### config.mk
export PLATFORM = sky130hd
export DESIGN_NAME = ssp_top
export DESIGN_NICKNAME = d
export VERILOG_FILES = /design/src/pkg/ssp_pkg.sv /design/src/hdl/ssp_pin_sync.sv /design/src/hdl/ssp_top.sv
export SDC_FILE = /design/constraint.sdc
export NUM_CORES = 1
export LEC_CHECK = 0
export BUFFER_PORTS_ARGS = -buffer_cell sky130_fd_sc_hd__buf_2
export CAP_MARGIN = 20
export CORE_AREA = 5 5 206 208
export DETAILED_ROUTE_END_ITERATION = 10
export DIE_AREA = 0 0 211 213
export PLACE_DENSITY = 0.72
export SLEW_MARGIN = 20
export SYNTH_ARGS = -nofsm -noshare
export SYNTH_HDL_FRONTEND = slang
export SYNTH_HIERARCHICAL = 1
export SYNTH_SLANG_ARGS = --single-unit
### constraint.sdc
create_clock -name i_clock -period 6.2 [get_ports i_clock]
set_clock_uncertainty 0.1 [all_clocks]
set_input_delay 0 -clock i_clock [delete_from_list [all_inputs] [get_ports i_clock]]
set_output_delay 0 -clock i_clock [all_outputs]
set_load 0.005 [all_outputs]
### src/pkg/ssp_pkg.sv
package ssp_pkg;
   localparam int WORD_W = 24;
   localparam int SEL_W = 4;

   // Latch numbers carried in the trailing select field
   localparam logic [3:0] SEL_BASE = 4'h0;
   localparam logic [3:0] SEL_CONFIG = 4'h1;
   localparam logic [3:0] SEL_FASTLOCK = 4'h2;

   // Configuration latch layout
   localparam int CFG_PWR_LSB = 4;
   localparam int PWR_W = 4;
   localparam int CFG_ORDER_LSB = 8;
   localparam int CFG_GP_LSB = 10;
   localparam int CFG_MUX_LSB = 12;
   localparam int MUX_W = 4;

   // Fastlock latch layout
   localparam int FL_EN_BIT = 4;
   localparam int FL_TMO_LSB = 8;
   localparam int FL_TMO_W = 8;
   localparam int FL_NORM_LSB = 16;
   localparam int FL_FAST_LSB = 20;
   localparam int FILT_W = 4;

   localparam logic [WORD_W-1:0] RST_LATCH = 24'h000000;

   typedef enum logic [1:0]
   {
      GP_FASTLOCK = 2'h0,
      GP_DRIVE_LOW = 2'h1,
      GP_RELEASE = 2'h2,
      GP_SPARE = 2'h3
   } ssp_gp_mode_t;

   typedef enum logic [1:0]
   {
      FL_IDLE = 2'b01,
      FL_RUN = 2'b10
   } ssp_fl_state_t;

   localparam logic [3:0] MUX_LOCK = 4'h0;
   localparam logic [3:0] MUX_FASTLOCK = 4'h1;
   localparam logic [3:0] MUX_CHIP_EN = 4'h2;
   localparam logic [3:0] MUX_ARMED = 4'h3;

   // Wishbone byte addresses
   localparam logic [7:0] ADR_STATUS = 8'h00;
   localparam logic [7:0] ADR_MASK = 8'h04;
   localparam logic [7:0] ADR_CTRL = 8'h08;
   localparam logic [7:0] ADR_STATE = 8'h0c;
   localparam logic [1:0] ADR_LATCH_PAGE = 2'h1;

   localparam int IRQ_W = 5;
   localparam int IRQ_LATCHED = 0;
   localparam int IRQ_LOCK_GAIN = 1;
   localparam int IRQ_LOCK_LOSS = 2;
   localparam int IRQ_FL_DONE = 3;
   localparam int IRQ_CE_RISE = 4;
   localparam logic [4:0] RST_MASK = 5'h00;

   localparam int CTRL_LOAD_EN_BIT = 0;
   localparam logic [0:0] RST_CTRL = 1'h1;
endpackage : ssp_pkg

### src/hdl/ssp_pin_sync.sv
`timescale 1ns/1ps
module ssp_pin_sync #(
   parameter int WIDTH = 1
) (
   input wire logic i_clock,
   input wire logic i_resetn,
   input wire logic i_clken,
   input wire logic [WIDTH-1:0] i_pins,
   output logic [WIDTH-1:0] o_level
);
   logic [WIDTH-1:0] stage1;
   logic [WIDTH-1:0] stage2;
   logic [WIDTH-1:0] stage3;

   // Stage1 feeds stage2 only; a bit moves once stage2 and stage3 agree
   always_ff @(posedge i_clock)
   begin
      if (!i_resetn)
      begin
         stage1 <= '0;
         stage2 <= '0;
         stage3 <= '0;
         o_level <= '0;
      end
      else if (i_clken)
      begin
         stage1 <= i_pins;
         stage2 <= stage1;
         stage3 <= stage2;
         o_level <= (~(stage2 ^ stage3) & stage3) | ((stage2 ^ stage3) & o_level);
      end
   end
endmodule : ssp_pin_sync

### src/hdl/ssp_top.sv
`timescale 1ns/1ps
// Function
// - Shift serial data in on every rising serial clock edge.
// - Words arrive most significant bit first.
// - Last bits shifted in select the destination latch.
// - Rising latch strobe copies shift register into selected latch.
// - Chip enable powers only sections marked in power bits.
// - After chip enable rises, lock waits for a base register rewrite.
// - Open-drain output for fastlock switch or general purpose.
// - Multiplexed push-pull output includes lock detect.
// - Modulator order programmable, up to fourth order.
// - Fastlock mode ends by a timeout counter.
// - Fastlock applies separate loop filter settings.
module ssp_top #(
   parameter int WORD_W = ssp_pkg::WORD_W,
   parameter int SEL_W = ssp_pkg::SEL_W
) (
   input wire logic i_clock,
   input wire logic i_resetn,
   input wire logic i_clken,
   input wire logic i_serial_clock,
   input wire logic i_serial_data,
   input wire logic i_latch_load_strobe,
   input wire logic i_chip_enable,
   input wire logic i_loop_locked,
   input wire logic i_wb_cyc,
   input wire logic i_wb_stb,
   input wire logic i_wb_we,
   input wire logic [7:0] i_wb_adr,
   input wire logic [3:0] i_wb_sel,
   input wire logic [31:0] i_wb_dat,
   output logic [31:0] o_wb_dat,
   output logic o_wb_ack,
   output logic o_irq,
   output logic [ssp_pkg::PWR_W-1:0] o_power_en,
   output logic [2:0] o_mod_order,
   output logic [ssp_pkg::FILT_W-1:0] o_filter_setting,
   output logic o_fastlock_active,
   output logic o_fastlock_gp_output,
   output logic o_fastlock_gp_output_oe,
   output logic o_test_lock_detect_output
);
   localparam int NLATCH = 2 ** SEL_W;

   logic [4:0] pins_sync;
   logic sclk_s;
   logic sdat_s;
   logic strobe_s;
   logic ce_s;
   logic locked_s;
   logic sclk_d;
   logic strobe_d;
   logic ce_d;
   logic sclk_rise;
   logic strobe_rise;
   logic ce_rise;
   logic [WORD_W-1:0] shift_reg;
   logic [WORD_W-1:0] latch_mem [NLATCH];
   logic [SEL_W-1:0] last_sel;
   logic load_en;
   logic word_load;
   logic base_write;
   logic lock_armed;
   logic lock_detect;
   logic lock_detect_d;
   ssp_pkg::ssp_fl_state_t fl_state;
   logic [ssp_pkg::FL_TMO_W-1:0] fl_count;
   logic fl_done;
   logic [ssp_pkg::IRQ_W-1:0] irq_status;
   logic [ssp_pkg::IRQ_W-1:0] irq_mask;
   logic [ssp_pkg::IRQ_W-1:0] irq_event;
   logic wb_req;
   logic wb_wr;
   logic [31:0] next_rdata;

   function automatic logic [31:0] wb_lanes(input logic [31:0] data, input logic [3:0] sel);
      logic [31:0] m;
      m = '0;
      for (int i = 0; i < 4; i++)
      begin
         m[i*8 +: 8] = sel[i] ? data[i*8 +: 8] : 8'h00;
      end
      return m;
   endfunction : wb_lanes

   ssp_pin_sync #(
      .WIDTH(5)
   ) u_sync (
      .i_clock(i_clock),
      .i_resetn(i_resetn),
      .i_clken(i_clken),
      .i_pins({i_loop_locked, i_chip_enable, i_latch_load_strobe, i_serial_data,
         i_serial_clock}),
      .o_level(pins_sync)
   );

   assign sclk_s = pins_sync[0];
   assign sdat_s = pins_sync[1];
   assign strobe_s = pins_sync[2];
   assign ce_s = pins_sync[3];
   assign locked_s = pins_sync[4];

   always_ff @(posedge i_clock)
   begin
      if (!i_resetn)
      begin
         sclk_d <= 1'b0;
         strobe_d <= 1'b0;
         ce_d <= 1'b0;
      end
      else if (i_clken)
      begin
         sclk_d <= sclk_s;
         strobe_d <= strobe_s;
         ce_d <= ce_s;
      end
   end

   assign sclk_rise = sclk_s & ~sclk_d;
   assign strobe_rise = strobe_s & ~strobe_d;
   assign ce_rise = ce_s & ~ce_d;

   // msb enters first, ends on top
   always_ff @(posedge i_clock)
   begin
      if (!i_resetn)
      begin
         shift_reg <= '0;
      end
      else if (i_clken && sclk_rise)
      begin
         shift_reg <= {shift_reg[WORD_W-2:0], sdat_s};
      end
   end

   // Software may freeze loads while it inspects the latches
   assign word_load = strobe_rise & load_en;
   assign base_write = word_load & (shift_reg[SEL_W-1:0] == SEL_W'(ssp_pkg::SEL_BASE));

   always_ff @(posedge i_clock)
   begin
      if (!i_resetn)
      begin
         for (int i = 0; i < NLATCH; i++)
         begin
            latch_mem[i] <= ssp_pkg::RST_LATCH;
         end
         last_sel <= '0;
      end
      else if (i_clken && word_load)
      begin
         latch_mem[shift_reg[SEL_W-1:0]] <= shift_reg;
         last_sel <= shift_reg[SEL_W-1:0];
      end
   end

   // lock stays down until base rewrite; the rewrite wins a tie
   always_ff @(posedge i_clock)
   begin
      if (!i_resetn)
      begin
         lock_armed <= 1'b0;
      end
      else if (i_clken)
      begin
         if (base_write)
         begin
            lock_armed <= 1'b1;
         end
         else if (ce_rise)
         begin
            lock_armed <= 1'b0;
         end
      end
   end

   assign lock_detect = locked_s & lock_armed & ce_s;

   // power only what the bits allow
   // order code 0..3 means first to fourth order
   always_ff @(posedge i_clock)
   begin
      if (!i_resetn)
      begin
         o_power_en <= '0;
         o_mod_order <= 3'h1;
      end
      else if (i_clken)
      begin
         o_power_en <= ce_s ? latch_mem[ssp_pkg::SEL_CONFIG][ssp_pkg::CFG_PWR_LSB +: ssp_pkg::PWR_W]
            : '0;
         o_mod_order <= {1'b0, latch_mem[ssp_pkg::SEL_CONFIG][ssp_pkg::CFG_ORDER_LSB +: 2]} + 3'h1;
      end
   end

   // timeout counter ends fastlock; base write starts it
   always_ff @(posedge i_clock)
   begin
      if (!i_resetn)
      begin
         fl_state <= ssp_pkg::FL_IDLE;
         fl_count <= '0;
         fl_done <= 1'b0;
      end
      else if (i_clken)
      begin
         fl_done <= 1'b0;
         case (fl_state)
            ssp_pkg::FL_IDLE:
            begin
               if (base_write && latch_mem[ssp_pkg::SEL_FASTLOCK][ssp_pkg::FL_EN_BIT]
                  && latch_mem[ssp_pkg::SEL_FASTLOCK][ssp_pkg::FL_TMO_LSB +: ssp_pkg::FL_TMO_W]
                  != '0)
               begin
                  fl_state <= ssp_pkg::FL_RUN;
                  fl_count <= latch_mem[ssp_pkg::SEL_FASTLOCK][ssp_pkg::FL_TMO_LSB +:
                     ssp_pkg::FL_TMO_W];
               end
            end
            ssp_pkg::FL_RUN:
            begin
               // Dropping chip enable abandons fastlock without a done event
               if (!ce_s)
               begin
                  fl_state <= ssp_pkg::FL_IDLE;
                  fl_count <= '0;
               end
               else if (fl_count == ssp_pkg::FL_TMO_W'(1))
               begin
                  fl_state <= ssp_pkg::FL_IDLE;
                  fl_count <= '0;
                  fl_done <= 1'b1;
               end
               else
               begin
                  fl_count <= fl_count - ssp_pkg::FL_TMO_W'(1);
               end
            end
            default:
            begin
               fl_state <= ssp_pkg::FL_IDLE;
               fl_count <= '0;
            end
         endcase
      end
   end

   // separate filter code while fastlock runs
   // open drain: only ever pulls low
   // mux with lock detect as source zero
   always_ff @(posedge i_clock)
   begin
      if (!i_resetn)
      begin
         o_fastlock_active <= 1'b0;
         o_filter_setting <= '0;
         o_fastlock_gp_output <= 1'b0;
         o_fastlock_gp_output_oe <= 1'b0;
         o_test_lock_detect_output <= 1'b0;
         lock_detect_d <= 1'b0;
      end
      else if (i_clken)
      begin
         o_fastlock_active <= (fl_state == ssp_pkg::FL_RUN);
         o_filter_setting <= (fl_state == ssp_pkg::FL_RUN)
            ? latch_mem[ssp_pkg::SEL_FASTLOCK][ssp_pkg::FL_FAST_LSB +: ssp_pkg::FILT_W]
            : latch_mem[ssp_pkg::SEL_FASTLOCK][ssp_pkg::FL_NORM_LSB +: ssp_pkg::FILT_W];
         o_fastlock_gp_output <= 1'b0;
         case (ssp_pkg::ssp_gp_mode_t'(latch_mem[ssp_pkg::SEL_CONFIG][ssp_pkg::CFG_GP_LSB +: 2]))
            ssp_pkg::GP_FASTLOCK: o_fastlock_gp_output_oe <= (fl_state == ssp_pkg::FL_RUN);
            ssp_pkg::GP_DRIVE_LOW: o_fastlock_gp_output_oe <= 1'b1;
            default: o_fastlock_gp_output_oe <= 1'b0;
         endcase
         case (latch_mem[ssp_pkg::SEL_CONFIG][ssp_pkg::CFG_MUX_LSB +: ssp_pkg::MUX_W])
            ssp_pkg::MUX_LOCK: o_test_lock_detect_output <= lock_detect;
            ssp_pkg::MUX_FASTLOCK: o_test_lock_detect_output <= (fl_state == ssp_pkg::FL_RUN);
            ssp_pkg::MUX_CHIP_EN: o_test_lock_detect_output <= ce_s;
            ssp_pkg::MUX_ARMED: o_test_lock_detect_output <= lock_armed;
            default: o_test_lock_detect_output <= 1'b0;
         endcase
         lock_detect_d <= lock_detect;
      end
   end

   assign irq_event[ssp_pkg::IRQ_LATCHED] = word_load;
   assign irq_event[ssp_pkg::IRQ_LOCK_GAIN] = lock_detect & ~lock_detect_d;
   assign irq_event[ssp_pkg::IRQ_LOCK_LOSS] = ~lock_detect & lock_detect_d;
   assign irq_event[ssp_pkg::IRQ_FL_DONE] = fl_done;
   assign irq_event[ssp_pkg::IRQ_CE_RISE] = ce_rise;

   assign wb_req = i_wb_cyc & i_wb_stb & ~o_wb_ack;
   // Writes commit on the edge where the master sees ack, not earlier
   assign wb_wr = i_wb_cyc & i_wb_stb & i_wb_we & o_wb_ack;

   // Set wins over a write-one clear in the same cycle
   always_ff @(posedge i_clock)
   begin
      if (!i_resetn)
      begin
         irq_status <= '0;
         irq_mask <= ssp_pkg::RST_MASK;
         load_en <= ssp_pkg::RST_CTRL[0];
      end
      else if (i_clken)
      begin
         if (wb_wr && i_wb_adr == ssp_pkg::ADR_STATUS)
         begin
            irq_status <= (irq_status & ~ssp_pkg::IRQ_W'(wb_lanes(i_wb_dat, i_wb_sel)))
               | irq_event;
         end
         else
         begin
            irq_status <= irq_status | irq_event;
         end
         if (wb_wr && i_wb_adr == ssp_pkg::ADR_MASK && i_wb_sel[0])
         begin
            irq_mask <= i_wb_dat[ssp_pkg::IRQ_W-1:0];
         end
         if (wb_wr && i_wb_adr == ssp_pkg::ADR_CTRL && i_wb_sel[0])
         begin
            load_en <= i_wb_dat[ssp_pkg::CTRL_LOAD_EN_BIT];
         end
      end
   end

   assign o_irq = |(irq_status & irq_mask);

   always_comb
   begin
      next_rdata = 32'h00000000;
      if (i_wb_adr[7:6] == ssp_pkg::ADR_LATCH_PAGE)
      begin
         if (int'(i_wb_adr[5:2]) < NLATCH)
         begin
            next_rdata = 32'(latch_mem[i_wb_adr[2 +: SEL_W]]);
         end
      end
      else
      begin
         case (i_wb_adr)
            ssp_pkg::ADR_STATUS: next_rdata = 32'(irq_status);
            ssp_pkg::ADR_MASK: next_rdata = 32'(irq_mask);
            ssp_pkg::ADR_CTRL: next_rdata = 32'(load_en);
            ssp_pkg::ADR_STATE: next_rdata = {20'h00000, 4'(last_sel), 3'h0, lock_detect,
               lock_armed, (fl_state == ssp_pkg::FL_RUN), ce_s, strobe_s};
            default: next_rdata = 32'h00000000;
         endcase
      end
   end

   // One-cycle answer; unmapped words read zero and ignore writes
   always_ff @(posedge i_clock)
   begin
      if (!i_resetn)
      begin
         o_wb_ack <= 1'b0;
         o_wb_dat <= '0;
      end
      else if (i_clken)
      begin
         o_wb_ack <= wb_req;
         if (wb_req && !i_wb_we)
         begin
            o_wb_dat <= next_rdata;
         end
      end
   end
endmodule : ssp_top

==> results by stage <==
Run status:
- The run finished with clean final reports.

Routing:
- After detailed routing, the number of vias per cell comes to 5.81.
- The total via count after detailed routing is 13.1k.
- The total wire length is 51,000 µm.
- The average wire per standard cell is 22.7 µm.
- After detailed routing, the number of remaining DRC violations is 0.
- The first detailed-routing pass ran for 7 iterations.
- The number of nets with antenna violations after detailed routing is 0.
- The first-iteration detailed-routing DRC count is 1,179.

Floorplan:
- The core region is 0.0404 mm².
- The effective utilization at floorplan is 54.5%.
- The x dimension of the die is 211 µm.
- 104 I/O pins were placed.
- The overall die height is 213 µm.
- The die covers 0.0449 mm².
- Row generation in the floorplan step produced 74 rows.

Place:
- OpenSTA, run right after detailed placement, puts the worst setup slack at 2530 ps.
- The number of input and output port buffers inserted is 64.
- After legalization and detailed placement, the total HPWL measured 31,000 µm.
- The final weighted congestion in routability-driven placement is 0.836.

Power and ir drop:
- VDD sags by at most 0.238 mV.
- The power density over cell area is 287 mW/mm².
- The leakage power is 0.00898 µW.

Logic synthesis:
- The number of different library cells in the post-synthesis netlist is 65.
- Synthesis handed over a netlist of 1,589 instances.
- The sequential cell area fraction in the yosys report is 62.8%.
- Yosys mapped a number of flops with a built-in enable equal to 384.
- After synthesis, the share of flip-flops with an asynchronous set or reset is 0%.
- The synthesis warning total is 6.
- After synthesis the netlist holds a flip-flop and latch count of 498.
- The post-synthesis average cell area is 13.8 µm².
- In this run the cell area of the synthesized design comes to 0.0220 mm².
- For this run, the leading register cell type out of synthesis is sky130_fd_sc_hd__edfxtp_1.

Setup path:
- The worst setup path is captured at a flip-flop.
- For the worst setup path, the data required time is 6360 ps.
- The maximum fanout along the worst path is 56.
- The critical path class is in2reg.
- The category of the worst setup path launch point is an input pin.
- The count of cells along the worst register-to-register path is 4.
- Data arrives at the worst endpoint at 3840 ps.

Final layout:
- In the final layout, the share of cells above drive strength 1 is 17.5%.
- For this run, the post-layout net count is 1,737.
- Relative to the synthesized area, the layout overhead comes to 12.3%.
- The number of antenna repair diodes is 0.
- Leaving out fill and tap cells, the most frequent cells in the layout are 384 x sky130_fd_sc_hd__edfxtp_1, 321 x sky130_fd_sc_hd__and2_1, 114 x sky130_fd_sc_hd__dfxtp_1.
- Leaving out fill and tap cells, the most frequent cell in the layout is sky130_fd_sc_hd__edfxtp_1.
- The flip-flop count of the largest register after layout is 384.

Job:
- The tool flagged a number of max-cap violations equal to 0.

Global routing:
- For this run the aggregate overflow at the end of global routing stands at 0.
- The via count of the first global-routing pass is 13.3k.
- Entering global routing, the biggest net connects 74 pins.
- The first global-routing pass estimated 78,300 µm of wire.
- The number of antenna violations at the first check in global routing is 1.
- Across every metal layer, demand over resource in global routing totals 22.9%.

Clocking:
- The cell chosen for the clock root is sky130_fd_sc_hd__clkbuf_16.
- The number of buffers created by CTS is 51.
- Clock latency on the worst-skew pair, taken at its later pin, is 570 ps.
- The clock tree synthesis step divided the H-tree into 2 levels.
- The tree built by TritonCTS fans out to 498 sinks.
- TritonCTS built the clock tree.
- In this run the deepest clock path goes through 3 buffers.
- The post-CTS resize count is 0.
- Clock-pin slew was measured on the worst setup and hold paths at 60 ps.

Timing:
- The setup TNS is 0 ps.
- The timing-limited maximum frequency is 0.271 GHz.
- In the finished design, the share of the clock period the worst path needs comes to 59.4%.
- The worst hold-check slack is 73.2 ps.
- The setup violation total in the final timing report is 0.
- The number of slew-limit violations in the final report is 0.
- The clock period minus final worst setup slack is 3680 ps.
- The final-report hold violation count is 0.
- Setup repair after global routing left no endpoint under its margin.
- After layout, the worst setup slack is 2520 ps.
- The remaining max-slew budget at the tightest pin is 23.4%.
- For the pin with the worst max-slew slack, the measured transition is 1150 ps.

Min path:
- The worst hold path passes through 3 cells.
- In this run the worst hold path is classified as in2reg.
worst max-delay path, stage by stage:
cell and delay (ps):
sky130_fd_sc_hd__dlygate4sd3_1 520, sky130_fd_sc_hd__buf_2 110, sky130_fd_sc_hd__buf_4 540, sky130_fd_sc_hd__and4b_1 520, sky130_fd_sc_hd__nand4_1 780, sky130_fd_sc_hd__o21ai_2 970
sky130_fd_sc_hd__buf_4 360
worst paths after layout:
kind / from / end / slack [ps]
max: i_clken / latch_mem[7][8] / 2520
min reg2reg: o_wb_dat[21] / o_wb_dat[21] / 340
min: i_wb_adr[2] / o_wb_dat[0] / 70
max reg2reg: flip-flop / latch_mem[7][8] / 2650
through the flow:
| stage | util, % | std cells | power, µW | cell area [µm²] |
|---|---|---|---|---|
| 2_1_floorplan | - | 1629 | 4100 | 22100 |
| 3_3_place_gp | 56.4 | 2122 | 4200 | 22800 |
| 3_5_place_dp | 56.4 | 2122 | 4220 | 22800 |
| 4_1_cts | 61.1 | 2247 | 7120 | 24700 |
| 5_1_grt | 61.2 | 2248 | 7300 | 24700 |
| 6_report | 61.2 | 2248 | 7080 | 24700 |
synthesized netlist by cell type, drive strengths merged (2+ instances only):
| cell | instances | area [µm²] |
|---|---|---|
| edfxtp | 384 | 11500 |
| and2 | 321 | 2010 |
| dfxtp | 114 | 2280 |
| mux2i | 100 | 1000 |
| nand2 | 98 | 368 |
| mux4 | 85 | 1910 |
| nor2 | 79 | 297 |
| buf | 69 | 458 |
| a21oi | 64 | 320 |
| clkbuf | 64 | 240 |
| o21ai | 23 | 115 |
| o22ai | 21 | 131 |
| a21o | 17 | 128 |
| inv | 13 | 48.8 |
| nor3 | 11 | 65.1 |
| nand3 | 9 | 45.0 |
| nor2b | 9 | 56.3 |
| a22oi | 7 | 57.6 |
| a221oi | 6 | 52.6 |
| a22o | 6 | 52.6 |
| nand2b | 6 | 37.5 |
| nand3b | 6 | 57.6 |
| o22a | 6 | 53.8 |
| a211oi | 5 | 37.5 |
| ha | 5 | 62.6 |
| nor3b | 5 | 53.8 |
| o31ai | 5 | 37.5 |
| o32ai | 5 | 81.3 |
| or3 | 5 | 31.3 |
| a21boi | 4 | 30.0 |
| nand4 | 4 | 31.3 |
| o21a | 4 | 30.0 |
| xnor2 | 4 | 35.0 |
| and3 | 3 | 18.8 |
| mux2 | 3 | 33.8 |
| a31oi | 2 | 12.5 |
| nor4 | 2 | 27.5 |
| or2 | 2 | 12.5 |
| or4 | 2 | 15.0 |
cell families (layout without fill, tap and decap cells):
| group | count (synthesis) | count (layout) | synth area share, % |
|---|---|---|---|
| XOR/XNOR | 5 | 5 | 0.199 |
| flip-flops | 498 | 498 | 62.8 |
| buffers and inverters | 146 | 233 | 3.40 |
| other | 1 | 41 | 0.0171 |
| adder cells (fa/ha/maj) | 5 | 5 | 0.285 |
| AND/OR/NAND/NOR | 565 | 565 | 14.4 |
| multiplexers | 188 | 188 | 13.4 |
| AO/OA/AOI/OAI | 181 | 181 | 5.44 |
final cells by class:
cell class | count | area, µm²
tap | 532 | 666
multi-input combinational | 985 | 7680
timing repair buffer | 128 | 906
inverter | 13 | 48.8
clock inverter | 23 | 168
clock buffer | 69 | 1420
fill | 3034 | 15700
sequential | 498 | 13800
timing repair:
item                      in CTS  in global routing
hold endpoints to repair      38                  0
hold buffers                  33                  0
buffers inserted               0                  0
metal layers:
layer	up-vias	GRT usage (%)	wire [µm]
li1	5923	-	-
met1	6528	30.9	20200
met3	110	4.16	3830
met5	-	0	0
met2	507	38.2	25400
met4	0	7.56	1490
power breakdown:
group	internal (µW)	switching, µW	total (µW)
Combinational	165	221	386
Clock	1680	1250	2920
Sequential	3720	45.2	3770
Total	5570	1510	7080
Note: power is estimated with default switching activity, not from simulation.
